[src/hsf_pkg.sv]
package hsf_pkg;
   localparam int HSF_DW = 32;
   // Command encodings on the command port
   localparam logic [2:0] HSF_CMD_NONE = 3'h0;
   localparam logic [2:0] HSF_CMD_FIRST_BURST = 3'h1;
   localparam logic [2:0] HSF_CMD_OPEN = 3'h2;
   localparam logic [2:0] HSF_CMD_CLOSE = 3'h3;
   localparam logic [2:0] HSF_CMD_CTRL_AREA = 3'h4;
   localparam logic [2:0] HSF_CMD_POWER = 3'h5;
   localparam logic [2:0] HSF_CMD_IFIELD = 3'h6;
   localparam logic [2:0] HSF_CMD_LONG_CONN = 3'h7;
   // Register port offsets
   localparam logic [3:0] HSF_OFF_CMD = 4'h0;
   localparam logic [3:0] HSF_OFF_ARG = 4'h1;
   localparam logic [3:0] HSF_OFF_STATUS = 4'h2;
   localparam logic [3:0] HSF_OFF_HDR_HI = 4'h3;
   localparam logic [3:0] HSF_OFF_HDR_LO = 4'h4;
   localparam logic [3:0] HSF_OFF_BURST = 4'h5;
   localparam logic [3:0] HSF_OFF_IFIELD = 4'h6;
   localparam logic [3:0] HSF_OFF_REMAIN = 4'h7;
   localparam logic [3:0] HSF_OFF_MODE = 4'h8;
   // Sizes in bytes
   localparam logic [31:0] HSF_HDR_BYTES = 32'h0000_0008;
   localparam logic [31:0] HSF_STD_BURST_BYTES = 32'h0000_0400;
   localparam logic [31:0] HSF_FULL_DATA_BYTES = 32'h0000_03F8;
   localparam logic [31:0] HSF_MAX_LEN = 32'h0FFF_FFF8;
   localparam logic [31:0] HSF_UNBOUNDED = 32'hFFFF_FFFF;
   localparam logic [31:0] HSF_MAX_CTRL = 32'h0000_03F8;
   localparam int HSF_BYTES_PER_BEAT = 4;
   // Header field positions
   localparam int HSF_HDR_P_BIT = 23;
   localparam int HSF_HDR_B_BIT = 22;
   localparam int HSF_HDR_CTRL_LSB = 3;
   // I-field positions
   localparam int HSF_IF_LOCAL = 31;
   localparam int HSF_IF_WIDTH = 28;
   localparam int HSF_IF_DIR = 27;
   localparam int HSF_IF_ROUTE_HI = 26;
   localparam int HSF_IF_ROUTE_LO = 25;
   localparam int HSF_IF_CAMP = 24;
   localparam logic [1:0] HSF_ROUTE_RSVD = 2'h2;
   // Error codes in status
   localparam logic [2:0] HSF_ERR_NONE = 3'h0;
   localparam logic [2:0] HSF_ERR_BADARG = 3'h1;
   localparam logic [2:0] HSF_ERR_NOPKT = 3'h2;
   localparam logic [2:0] HSF_ERR_BUSY = 3'h3;
   localparam logic [2:0] HSF_ERR_ALREADY_UP = 3'h4;
   localparam logic [2:0] HSF_ERR_DOWN = 3'h5;
   localparam logic [2:0] HSF_ERR_SHUT = 3'h6;
   typedef enum logic [0:0] {HSF_DOWN, HSF_UP} hsf_board_t;
   typedef struct packed {
      logic local_fmt;
      logic [1:0] vendor_specific_bits;
      logic wide;
      logic dir_msb;
      logic [1:0] route_selection_field;
      logic camp_on;
      logic [23:0] route_addr;
   } hsf_ifield_t;
   typedef struct packed {
      logic [31:0] payload_size;
      logic [7:0] ulp_id;
      logic present;
      logic boundary;
      logic [10:0] rsvd;
      logic [7:0] ctrl_words;
      logic [2:0] offset;
   } hsf_header_t;
endpackage

[src/hsf_framer.sv]
`timescale 1ns/10ps
// Contract
// RULE_01: Host pads short-burst payload to 256 words
// RULE_02: No length check or final-burst padding
// RULE_03: Physical mode: first burst takes configured bytes
// RULE_04: Physical mode count zero gives full burst
// RULE_05: Framing zero: header plus 1016 data, B=0
// RULE_06: Framing eight: header-only burst, B=1
// RULE_07: Framing 9..1023: header plus control bytes, B=1
// RULE_08: Framing 1024: header plus 1016 control, B=1
// RULE_09: Burst count 0..1024, multiple of 8
// RULE_10: Host keeps short count above control area
// RULE_11: Burst config refused without open packet
// RULE_12: PACKET held for count, plus 8 framing
// RULE_13: Finite length multiple of 8 to 0xFFFFFF8
// RULE_14: Unbounded code needs long-term connection
// RULE_15: Open refused while packet in progress
// RULE_16: Power argument 1 up, 0 down
// RULE_17: Shutdown aborts work; down only resets CPU
// RULE_18: Bring-up initialises; while up is error
// RULE_19: I-field bit 31 selects format
// RULE_20: I-field bit 28 gives bus width
// RULE_21: Bit 27 direction, bit 24 camp-on
// RULE_22: Bits 26:25 route selection, 23:0 address
// RULE_23: Unbounded packet ends only on close command; a shutdown (power 0) also ends it here
// RULE_24: Nonzero control area sets present bit
// RULE_25: Boundary flag at header bit 22
// RULE_26: Standard burst is 1024 bytes
module hsf_framer
   import hsf_pkg::*;
#(
   parameter int ADDR_W = 4
) (
   input wire logic mclk,
   input wire logic rst,
   input wire logic ce,
   input wire logic [ADDR_W-1:0] addr,
   input wire logic [31:0] wdata,
   input wire logic wr,
   input wire logic rd,
   output logic [31:0] rdata,
   input wire logic beat_valid,
   output logic packet,
   output logic first_burst,
   output logic cpu_reset,
   output logic cmd_error
);
   if (ADDR_W < 4) begin : g_addr_w_check
      $error("hsf_framer: ADDR_W below 4");
   end

   logic [31:0] arg_q;
   logic framing_mode_q;
   logic long_conn_q;
   logic [31:0] burst_cfg_q;
   logic [31:0] ctrl_size_q;
   hsf_ifield_t ifield_q;
   logic ifield_ok_q;
   hsf_board_t board_q;
   logic open_q;
   logic unbounded_q;
   logic [31:0] remain_q;
   logic [31:0] burst_left_q;
   logic boundary_q;
   logic [2:0] err_q;
   logic cmd_go;
   logic [2:0] cmd;
   logic burst_ok;
   logic len_ok;
   hsf_header_t hdr;

   function automatic logic aligned8(input logic [31:0] v);
      return v[2:0] == 3'h0;
   endfunction

   assign cmd_go = ce && wr && addr == ADDR_W'(HSF_OFF_CMD);
   assign cmd = wdata[2:0];
   // RULE_09 count range check
   assign burst_ok = aligned8(arg_q) && arg_q <= HSF_STD_BURST_BYTES;
   // RULE_13 finite length check
   assign len_ok = aligned8(arg_q) && arg_q <= HSF_MAX_LEN;

   always_ff @(posedge mclk) begin
      if (rst) begin
         arg_q <= 32'h0000_0000;
      end else if (ce && wr && addr == ADDR_W'(HSF_OFF_ARG)) begin
         arg_q <= wdata;
      end
   end

   always_ff @(posedge mclk) begin
      if (rst) begin
         framing_mode_q <= 1'b0;
      end else if (ce && wr && addr == ADDR_W'(HSF_OFF_MODE) && !open_q) begin
         framing_mode_q <= wdata[0];
      end
   end

   // RULE_16 power argument and board state
   always_ff @(posedge mclk) begin
      if (rst) begin
         board_q <= HSF_DOWN;
         cpu_reset <= 1'b0;
      end else if (ce) begin
         cpu_reset <= 1'b0;
         if (cmd_go && cmd == HSF_CMD_POWER) begin
            if (arg_q == 32'h0000_0000) begin
               // RULE_17 shutdown always resets processor
               board_q <= HSF_DOWN;
               cpu_reset <= 1'b1;
            end else if (arg_q == 32'h0000_0001 && board_q == HSF_DOWN) begin
               // RULE_18 bring-up from down
               board_q <= HSF_UP;
            end
         end
      end
   end

   // Configuration held across packets; cleared by bring-up
   always_ff @(posedge mclk) begin
      if (rst) begin
         burst_cfg_q <= 32'h0000_0000;
         ctrl_size_q <= 32'h0000_0000;
         long_conn_q <= 1'b0;
      end else if (ce && cmd_go && board_q == HSF_UP) begin
         // RULE_11 burst config only with an open packet
         if (cmd == HSF_CMD_FIRST_BURST && open_q && burst_ok) begin
            // RULE_03 setting persists until reprogrammed or bring-up
            burst_cfg_q <= arg_q;
         end
         // RULE_24 control size zero or multiple of 8
         if (cmd == HSF_CMD_CTRL_AREA && aligned8(arg_q)
             && arg_q <= HSF_MAX_CTRL && framing_mode_q) begin
            ctrl_size_q <= arg_q;
         end
         if (cmd == HSF_CMD_LONG_CONN) begin
            long_conn_q <= arg_q[0];
         end
      end else if (ce && cmd_go && cmd == HSF_CMD_POWER
                   && arg_q == 32'h0000_0001 && board_q == HSF_DOWN) begin
         burst_cfg_q <= 32'h0000_0000;
         ctrl_size_q <= 32'h0000_0000;
         long_conn_q <= 1'b0;
      end
   end

   // RULE_19 I-field stored and format validated
   always_ff @(posedge mclk) begin
      if (rst) begin
         ifield_q <= '0;
         ifield_ok_q <= 1'b0;
      end else if (ce && cmd_go && cmd == HSF_CMD_IFIELD) begin
         // RULE_20 RULE_21 width, direction, camp-on kept
         ifield_q <= hsf_ifield_t'(arg_q);
         // RULE_22 reserved route selection rejected unless bit 31 selects local format
         ifield_ok_q <= arg_q[HSF_IF_LOCAL]
            || arg_q[HSF_IF_ROUTE_HI:HSF_IF_ROUTE_LO] != HSF_ROUTE_RSVD;
      end
   end

   // Packet state and length counter
   always_ff @(posedge mclk) begin
      if (rst) begin
         open_q <= 1'b0;
         unbounded_q <= 1'b0;
         remain_q <= 32'h0000_0000;
         packet <= 1'b0;
      end else if (ce) begin
         if (cmd_go && cmd == HSF_CMD_POWER && arg_q == 32'h0000_0000) begin
            // RULE_17 pending packet aborted
            open_q <= 1'b0;
            unbounded_q <= 1'b0;
            remain_q <= 32'h0000_0000;
            packet <= 1'b0;
         end else if (cmd_go && cmd == HSF_CMD_OPEN && !open_q
                      && board_q == HSF_UP) begin
            // RULE_14 unbounded needs long-term connection
            if (arg_q == HSF_UNBOUNDED && long_conn_q) begin
               open_q <= 1'b1;
               unbounded_q <= 1'b1;
               packet <= 1'b1;
            end else if (len_ok) begin
               // RULE_12 length plus header in framing mode
               remain_q <= framing_mode_q ? arg_q + HSF_HDR_BYTES : arg_q;
               open_q <= 1'b1;
               packet <= 1'b1;
            end
         end else if (cmd_go && cmd == HSF_CMD_CLOSE && open_q) begin
            // RULE_23 explicit close ends any packet
            open_q <= 1'b0;
            unbounded_q <= 1'b0;
            remain_q <= 32'h0000_0000;
            packet <= 1'b0;
         end else if (open_q && !unbounded_q && beat_valid) begin
            // RULE_02 data sent as supplied, no padding
            if (remain_q <= 32'(HSF_BYTES_PER_BEAT)) begin
               remain_q <= 32'h0000_0000;
               open_q <= 1'b0;
               packet <= 1'b0;
            end else begin
               remain_q <= remain_q - 32'(HSF_BYTES_PER_BEAT);
            end
         end
      end
   end

   // First-burst sizing, armed on each packet open
   always_ff @(posedge mclk) begin
      if (rst) begin
         burst_left_q <= 32'h0000_0000;
         first_burst <= 1'b0;
         boundary_q <= 1'b0;
      end else if (ce) begin
         if (cmd_go && cmd == HSF_CMD_OPEN && !open_q && board_q == HSF_UP
             && (len_ok || (arg_q == HSF_UNBOUNDED && long_conn_q))) begin
            first_burst <= 1'b1;
            // RULE_04 zero means standard full burst
            // RULE_26 standard burst is 1024 bytes
            burst_left_q <= burst_cfg_q == 32'h0000_0000
               ? HSF_STD_BURST_BYTES : burst_cfg_q;
            // RULE_05 RULE_06 RULE_07 RULE_08 boundary choice
            boundary_q <= framing_mode_q && burst_cfg_q != 32'h0000_0000;
         end else if (cmd_go && cmd == HSF_CMD_FIRST_BURST && open_q
                      && burst_ok && board_q == HSF_UP) begin
            burst_left_q <= arg_q == 32'h0000_0000
               ? HSF_STD_BURST_BYTES : arg_q;
            boundary_q <= framing_mode_q && arg_q != 32'h0000_0000;
         end else if (first_burst && (beat_valid || !open_q)) begin
            if (!open_q || burst_left_q <= 32'(HSF_BYTES_PER_BEAT)) begin
               first_burst <= 1'b0;
               burst_left_q <= 32'h0000_0000;
            end else begin
               burst_left_q <= burst_left_q - 32'(HSF_BYTES_PER_BEAT);
            end
         end
      end
   end

   // Header built from current configuration
   always_comb begin
      hdr = '0;
      hdr.payload_size = unbounded_q ? HSF_UNBOUNDED
         : (framing_mode_q ? remain_q - HSF_HDR_BYTES : remain_q);
      // RULE_24 present bit when control area set
      hdr.present = ctrl_size_q != 32'h0000_0000;
      // RULE_25 boundary at header bit 22
      hdr.boundary = boundary_q;
      hdr.ctrl_words = ctrl_size_q[10:3];
   end

   always_ff @(posedge mclk) begin
      if (rst) begin
         err_q <= HSF_ERR_NONE;
         cmd_error <= 1'b0;
      end else if (ce && cmd_go) begin
         cmd_error <= 1'b0;
         err_q <= HSF_ERR_NONE;
         if (cmd == HSF_CMD_POWER) begin
            if (arg_q > 32'h0000_0001) begin
               err_q <= HSF_ERR_BADARG;
               cmd_error <= 1'b1;
            end else if (arg_q == 32'h0000_0001 && board_q == HSF_UP) begin
               // RULE_18 bring-up while up is error
               err_q <= HSF_ERR_ALREADY_UP;
               cmd_error <= 1'b1;
            end else if (arg_q == 32'h0000_0000 && open_q) begin
               // RULE_17 aborted packet ends with error status
               err_q <= HSF_ERR_SHUT;
            end
         end else if (board_q == HSF_DOWN && cmd != HSF_CMD_IFIELD) begin
            err_q <= HSF_ERR_SHUT;
            cmd_error <= 1'b1;
         end else if (cmd == HSF_CMD_OPEN && open_q) begin
            // RULE_15 open refused while busy
            err_q <= HSF_ERR_BUSY;
            cmd_error <= 1'b1;
         end else if (cmd == HSF_CMD_OPEN && !len_ok
                      && !(arg_q == HSF_UNBOUNDED && long_conn_q)) begin
            err_q <= HSF_ERR_BADARG;
            cmd_error <= 1'b1;
         end else if ((cmd == HSF_CMD_FIRST_BURST || cmd == HSF_CMD_CLOSE)
                      && !open_q) begin
            err_q <= HSF_ERR_NOPKT;
            cmd_error <= 1'b1;
         end else if (cmd == HSF_CMD_FIRST_BURST && !burst_ok) begin
            err_q <= HSF_ERR_BADARG;
            cmd_error <= 1'b1;
         end else if (cmd == HSF_CMD_CTRL_AREA && (!aligned8(arg_q)
                      || arg_q > HSF_MAX_CTRL || !framing_mode_q)) begin
            err_q <= HSF_ERR_BADARG;
            cmd_error <= 1'b1;
         end
      end else if (ce) begin
         cmd_error <= 1'b0;
      end
   end

   always_ff @(posedge mclk) begin
      if (rst) begin
         rdata <= 32'h0000_0000;
      end else if (ce) begin
         rdata <= 32'h0000_0000;
         if (rd) begin
            case (addr)
               ADDR_W'(HSF_OFF_ARG): rdata <= arg_q;
               ADDR_W'(HSF_OFF_STATUS): begin
                  rdata <= {20'h00000, ifield_ok_q, long_conn_q,
                     unbounded_q, first_burst, framing_mode_q, open_q,
                     board_q == HSF_UP, packet, 1'b0, err_q};
               end
               ADDR_W'(HSF_OFF_HDR_HI): rdata <= hdr[63:32];
               ADDR_W'(HSF_OFF_HDR_LO): rdata <= hdr[31:0];
               ADDR_W'(HSF_OFF_BURST): rdata <= burst_cfg_q;
               ADDR_W'(HSF_OFF_IFIELD): rdata <= 32'(ifield_q);
               ADDR_W'(HSF_OFF_REMAIN): rdata <= remain_q;
               ADDR_W'(HSF_OFF_MODE): rdata <= {31'h0, framing_mode_q};
               default: rdata <= 32'h0000_0000;
            endcase
         end
      end
   end
endmodule

[config.mk]
export PLATFORM = sky130hd
export DESIGN_NAME = hsf_framer
export DESIGN_NICKNAME = d
export VERILOG_FILES = /design/src/hsf_pkg.sv /design/src/hsf_framer.sv
export SDC_FILE = /design/constraint.sdc
export NUM_CORES = 1
export LEC_CHECK = 0
export ABC_AREA = 1
export BUFFER_PORTS_ARGS = -buffer_cell sky130_fd_sc_hd__buf_2
export CAP_MARGIN = 0
export CELL_PAD_IN_SITES_DETAIL_PLACEMENT = 0
export CELL_PAD_IN_SITES_GLOBAL_PLACEMENT = 2
export CORE_ASPECT_RATIO = 0.8
export CORE_MARGIN = 5
export CORE_UTILIZATION = 35
export CTS_CLUSTER_DIAMETER = 100
export DETAILED_ROUTE_END_ITERATION = 12
export PLACE_DENSITY = 0.8
export SLEW_MARGIN = 20
export SYNTH_ARGS = -nofsm -noshare
export SYNTH_HDL_FRONTEND = slang
export SYNTH_SLANG_ARGS = --single-unit
[constraint.sdc]
create_clock -name mclk -period 6.3 [get_ports mclk]
set_clock_uncertainty 0.15 [all_clocks]
set_input_delay 0.63 -clock mclk [delete_from_list [all_inputs] [get_ports mclk]]
set_output_delay 0.63 -clock mclk [all_outputs]
set_load 0.005 [all_outputs]
# Word level (Yosys, flattened, before mapping)
# Cells that the tools add are included.
# totals
regBits	237
output_inout_bits	36
elab_cells	218
# classes
add_sub_neg	4
order_cmp	7
eq_ne	27
muxes	68
bitwise	1
reduce_logical	87
# op_table
operator	n
$mux 32	22
$pmux 32 s8	1
$reduce_bool 32->1	3
$le 32x3->1 const B	2
$logic_not 32->1	2
$sub 32x3->32 const B	2
$logic_and 1x1->1	46
$mux 1	37
$add 32x4->32 const B	1
$eq 32x1->1 const B	1
$eq 32x32->1 const B	1
$gt 32x1->1 const B	1
$gt 32x10->1 const B	1
$le 32x10->1 const B	1
$le 32x11->1 const B	1
$le 32x28->1 const B	1
$sub 32x4->32 const B	1
$eq 4x3->1 const B	4
$mux 3	5
$eq 3x3->1 const B	4
$reduce_and 4->1	3
$reduce_bool 2->1	6
$reduce_and 2->1	5
$ne 3x3->1 const B	3
18 further kinds	40

# Longest topological paths before layout
# logic_depth
ltp_word	13
ltp_mapped	16
depth_no_buf	14

# Worst setup path before layout
# Ideal clock, no wire load.
# synth_timing
path_kind	input to register
startpoint	input port wdata[2]
endpoint	register burst_cfg_q[21]
setup_time_ns	0.111
arrival_ns	2.016
t_required_ns	6.039
path_slack_ns	4.023
stages	11
path_buffers	3
cell_sequence	clkbuf_1 nand3_1 nor2_1 inv_1 or2_1 nand2_4 inv_2 buf_6 buf_6 nand3_1 inv_1
# synth_via
elab_chain_cells	6
# synth_rtl
item	line_no	text
start, declared	hsf_framer.sv:38	input wire logic [31:0] wdata,
$eq 3x3->1	hsf_framer.sv:139	end else if (ce && cmd_go && cmd == HSF_CMD_POWER
$logic_and 1x1->1	hsf_framer.sv:139	
$logic_and 1x1->1 (2 in a row)	hsf_framer.sv:140	&& arg_q == 32'h0000_0001 && board_q == HSF_DOWN) begin
$reduce_bool 2->1 (no line)	--	
$reduce_and 2->1 (no line) (*)	--	
end signal, assigned	hsf_framer.sv:129	burst_cfg_q <= arg_q;
end, declared	hsf_framer.sv:55	logic [31:0] burst_cfg_q;
# Every way passes the cells marked *; elsewhere a longest branch is shown, timed or not.
# A chain may end at the register's enable or synchronous reset.

# Worst setup path after layout
# layout_timing
startpoint	register arg_q[10]
endpoint	register burst_left_q[22]
# layout_via
elab_chain_cells	6
# layout_rtl
item	line_no	text
start, declared	hsf_framer.sv:52	logic [31:0] arg_q;
start signal, assigned	hsf_framer.sv:87	arg_q <= wdata;
$le 32x28->1, or another cell as far along	hsf_framer.sv:81	assign len_ok = aligned8(arg_q) && arg_q <= HSF_MAX_LEN;
$logic_and 1x1->1, on equally long branches	hsf_framer.sv:81, hsf_framer.sv:79, hsf_framer.sv:215	
$logic_or 1x1->1 or $logic_and 1x1->1 (tied branches)	hsf_framer.sv:215, hsf_framer.sv:224	
$logic_and 1x1->1, on equally long branches	hsf_framer.sv:215, hsf_framer.sv:224	
$reduce_bool 3->1 (no line) or $mux 32 (tied branches)	--	
$reduce_and 2->1 (no line) or $mux 32 (tied branches)	--	
end signal, assigned	hsf_framer.sv:219	burst_left_q <= burst_cfg_q == 32'h0000_0000
end signal, assigned	hsf_framer.sv:225	burst_left_q <= arg_q == 32'h0000_0000
end signal, assigned	hsf_framer.sv:233	burst_left_q <= burst_left_q - 32'(HSF_BYTES_PER_BEAT);
end, declared	hsf_framer.sv:63	logic [31:0] burst_left_q;
# Several ways; a longest one is shown, not always the timed one.

==> impl_metrics.sql <==
INSERT INTO impl_metrics (metric_group, metric, value, unit) VALUES
('run_status', 'outcome', 'complete, no violations', ''),
('detailed_routing', 'via_count', '15820', ''),
('cells_and_area', 'antennaDiodeCount', '0', ''),
('floorplan', 'chipHeight', '191.4', 'um'),
('detailed_routing', 'avgViaCountPerCell', '5.433', ''),
('floorplan', 'rows', '66', ''),
('logic_synthesis', 'synth-warning-count', '0', ''),
('grt', 'track_usage', '26.93', '%'),
('logic_synthesis', 'synth_adder_area_share', '0.6087', '%'),
('timing', 'slew-limit-headroom', '30.13', '%'),
('clocking', 'cts_inserted_buffers', '29', ''),
('critical_path', 'worstRegToRegCells', '16', ''),
('power', 'p_switching', '0.0008875', 'W'),
('grt', 'grt_first_pass_wirelength', '93810', 'um'),
('critical_path', 'critPathTopFamily', 'simple AND/OR/NAND/NOR gates', ''),
('logic_synthesis', 'netlist-cell-type-count', '45', ''),
('power', 'int_power', '0.002716', 'W'),
('floorplan', 'initial_utilization', '35.42', '%'),
('logic_synthesis', 'synth_enable_flop_cells', '0', ''),
('grt', 'initial_antenna_violation_count', '1', ''),
('critical_path', 'timing.critical_path.to_type', 'register', ''),
('clocking', 'tritoncts', 'done', ''),
('power', 'clock_power_share', '53.3', '%'),
('clocking', 'cts.sink_count', '237', ''),
('timing', 'fmaxAchievable', '0.2728', 'GHz'),
('critical_path', 'required', '6670', 'ps'),
('floorplan', 'die-width', '236.7', 'um'),
('logic_synthesis', 'synth_mux_area_share', '0', '%'),
('timing', 'grt_setup_unrepaired', 'false', ''),
('cells_and_area', 'final_net_count', '2394', ''),
('critical_path', 'worst-endpoint-arrival', '4040', 'ps'),
('placement', 'port_buffers', '77', ''),
('power', 'cellLeakagePower', '7.493', 'nW'),
('clocking', 'ctsRootBufferMaster', 'clkbuf_16', ''),
('power', 'combPwrFrac', '4.9', '%'),
('detailed_routing', 'initial_drt_pass_iterations', '6', ''),
('logic_synthesis', 'syn_nets', '2375', ''),
('critical_path', 'reg_to_reg_setup_timing_slack', '2630', 'ps'),
('timing', 'timing_worst_slew_pin_value', '1046', 'ps'),
('timing', 'timing.final.ws_setup', '2634', 'ps'),
('clocking', 'postCtsSetupRepairBufs', '0', ''),
('clocking', 'hold_buffers', '0', ''),
('detailed_routing', 'ant_nets', '0', ''),
('clocking', 'post_cts_resized', '0', ''),
('placement', 'detailedPlace.worstSlack', '2464', 'ps'),
('critical_path', 'cell_breakdown_of_the_critical_path', 'nand2_1, nor2_1, nand2_1, nor2_1, nand2_1, nand2_1, nand2_1, nand2_2, nand2_2, nand2_2, buf_4, nand2_2, nor2_2, buf_4, nor2_1, nor2_1', ''),
('logic_synthesis', 'synth_sequential_area_ratio', '32.97', '%'),
('logic_synthesis', 'synth_compound_area_share', '14.99', '%'),
('critical_path', 'worstSetupEndpoint', 'burst_left_q[22]$_SDFFE_PP0P_', ''),
('power', 'ir_drop', '0.0002093', 'V'),
('logic_synthesis', 'yosys_most_used_dff', 'dfxtp_1', ''),
('job', 'max_cap_violations', '0', ''),
('logic_synthesis', 'synth_async_sr_flop_share', '0', '%'),
('grt', 'grt_start_max_net_pins', '77', ''),
('placement', 'placedCellCount', '2858', ''),
('detailed_routing', 'dr.first_iter.drc_count', '1627', ''),
('critical_path', 'crit_path_frequent_cell', 'nand2_1', ''),
('clocking', 'cts.htree.levels', '1', ''),
('critical_path', 'crit-reg2reg-capture', 'burst_left_q[22]$_SDFFE_PP0P_', ''),
('timing', 'setup_viol_count_final', '0', ''),
('timing', 'timing.final.crit_period', '3666', 'ps'),
('logic_synthesis', 'post_synth_xor_area_fraction', '2.617', '%'),
('clocking', 'insertion_delay', '590', 'ps'),
('floorplan', 'num_io_pins', '78', ''),
('floorplan', 'die-area', '45290', 'um2'),
('critical_path', 'rr_startpoint', 'arg_q[10]$_SDFFE_PP0P_', ''),
('logic_synthesis', 'synth_top_family_by_area', 'simple AND/OR/NAND/NOR gates', ''),
('critical_path', 'crit_type', 'register to register', ''),
('cells_and_area', 'area.growth.synth_to_final', '12.48', '%'),
('logic_synthesis', 'syn_inst', '2326', ''),
('placement', 'dpl.hpwl', '46660', 'um');
[cells by family (layout without fill, tap and decap cells)]
kind of cell,Yosys count,count (layout)
fa+ha+maj,7,7
flops,237,237
buf+inv,366,408
xor+xnor,43,43
simple gates,1277,1277
compound gates,396,396
[final cells by class]
class                   instances  area (um2)
well taps                     544       680.7
clock inverters                17       257.7
clock buffers                  37       825.8
fillers                      4539       24440
multi-input cells            1723        8174
inverters                     258       973.4
flip-flops and latches        237        4745
repair buffers                 96       528.0
[sequential cells by signal, indices dropped and copies added, names as in the netlist]
signal and cells:
arg_q 32, burst_cfg_q 32, burst_left_q 32, ctrl_size_q 32, ifield_q 32, rdata 32
remain_q 32, err_q 3, board_q 1, boundary_q 1, cmd_error 1, cpu_reset 1
first_burst 1, framing_mode_q 1, ifield_ok_q 1, long_conn_q 1, open_q 1, unbounded_q 1
[Yosys cell counts, types with 2 or more instances]
library cell / number / share of area (%)
clkbuf_1: 64 / 1.7
o31ai_1: 2 / 0.10
nand4_2: 2 / 0.17
inv_2: 7 / 0.18
a221oi_1: 19 / 1.2
and2_1: 2 / 0.087
buf_2: 23 / 0.80
nor2_1: 404 / 11
nor2_4: 5 / 0.39
o22ai_1: 10 / 0.43
nor3_1: 21 / 0.73
nor2_2: 11 / 0.48
ha_1: 7 / 0.61
a211oi_1: 5 / 0.26
nand3_2: 5 / 0.35
inv_1: 247 / 6.4
xor2_1: 42 / 2.6
buf_1: 7 / 0.18
nand2_1: 481 / 13
buf_4: 7 / 0.37
nand2_2: 11 / 0.48
a21oi_1: 151 / 5.3
clkinv_1: 3 / 0.078
o211ai_1: 12 / 0.63
o221ai_1: 2 / 0.12
o2111ai_1: 7 / 0.43
buf_6: 7 / 0.55
o21ai_1: 11 / 0.38
nand3_1: 237 / 8.2
a31oi_1: 4 / 0.17
nor4_1: 7 / 0.30
nand4_1: 84 / 3.7
dfxtp_1: 237 / 33
o21ai_0: 171 / 5.9
[stage by stage]
step           hold WS [ps]  total power (W)
2_1_floorplan         282.3         0.001644
3_3_place_gp          292.9         0.001715
3_5_place_dp          296.0         0.001715
4_1_cts               157.9         0.003632
5_1_grt               187.6         0.003705
6_report              178.1         0.003603
[per-layer routing]
| metal | share of wire [%] | vias to the layer above | global-route usage [%] |
|---|---|---|---|
| met3 | 7.4 | 103 | 4.774 |
| met4 | 3.4 | 0 | 7.901 |
| met5 | 0 | - | 0 |
| li1 | - | 7697 | - |
| met2 | 41 | 613 | 40.21 |
| met1 | 48 | 7408 | 39.68 |
[power groups by stage]
| stage | Sequential (W) | Clock (W) | Combinational (W) |
|---|---|---|---|
| finish | 0.00151 | 0.00192 | 0.000175 |
| global route | 0.00151 | 0.00200 | 0.000191 |
| CTS | 0.00151 | 0.00195 | 0.000173 |
| detailed placement | 0.00154 | 0 | 0.000173 |
| global placement | 0.00154 | 0 | 0.000172 |
| floorplan | 0.00154 | 0 | 0.000105 |
[worst register-to-register path, delay by kind of cell (launching register included)]
family,cells,cell delay (ps)
buffers and inverters,2,760
AND/OR/NAND/NOR,14,2080
flip-flops,1,620
[worst min path at each step]
stage	slack (ps)	startpoint	cells past startpoint	endpoint
floorplan	280	burst_cfg_q[25]$_SDFFE_PP0P_	2	burst_cfg_q[25]$_SDFFE_PP0P_
global placement	290	ctrl_size_q[20]$_SDFFE_PP0P_	2	ctrl_size_q[20]$_SDFFE_PP0P_
detailed placement	300	ctrl_size_q[23]$_SDFFE_PP0P_	2	ctrl_size_q[23]$_SDFFE_PP0P_
CTS	160	wdata[23]	3	arg_q[23]$_SDFFE_PP0P_
global route	190	wdata[28]	3	arg_q[28]$_SDFFE_PP0P_
finish	180	wdata[23]	3	arg_q[23]$_SDFFE_PP0P_
Power figures use the tool's default switching activity.
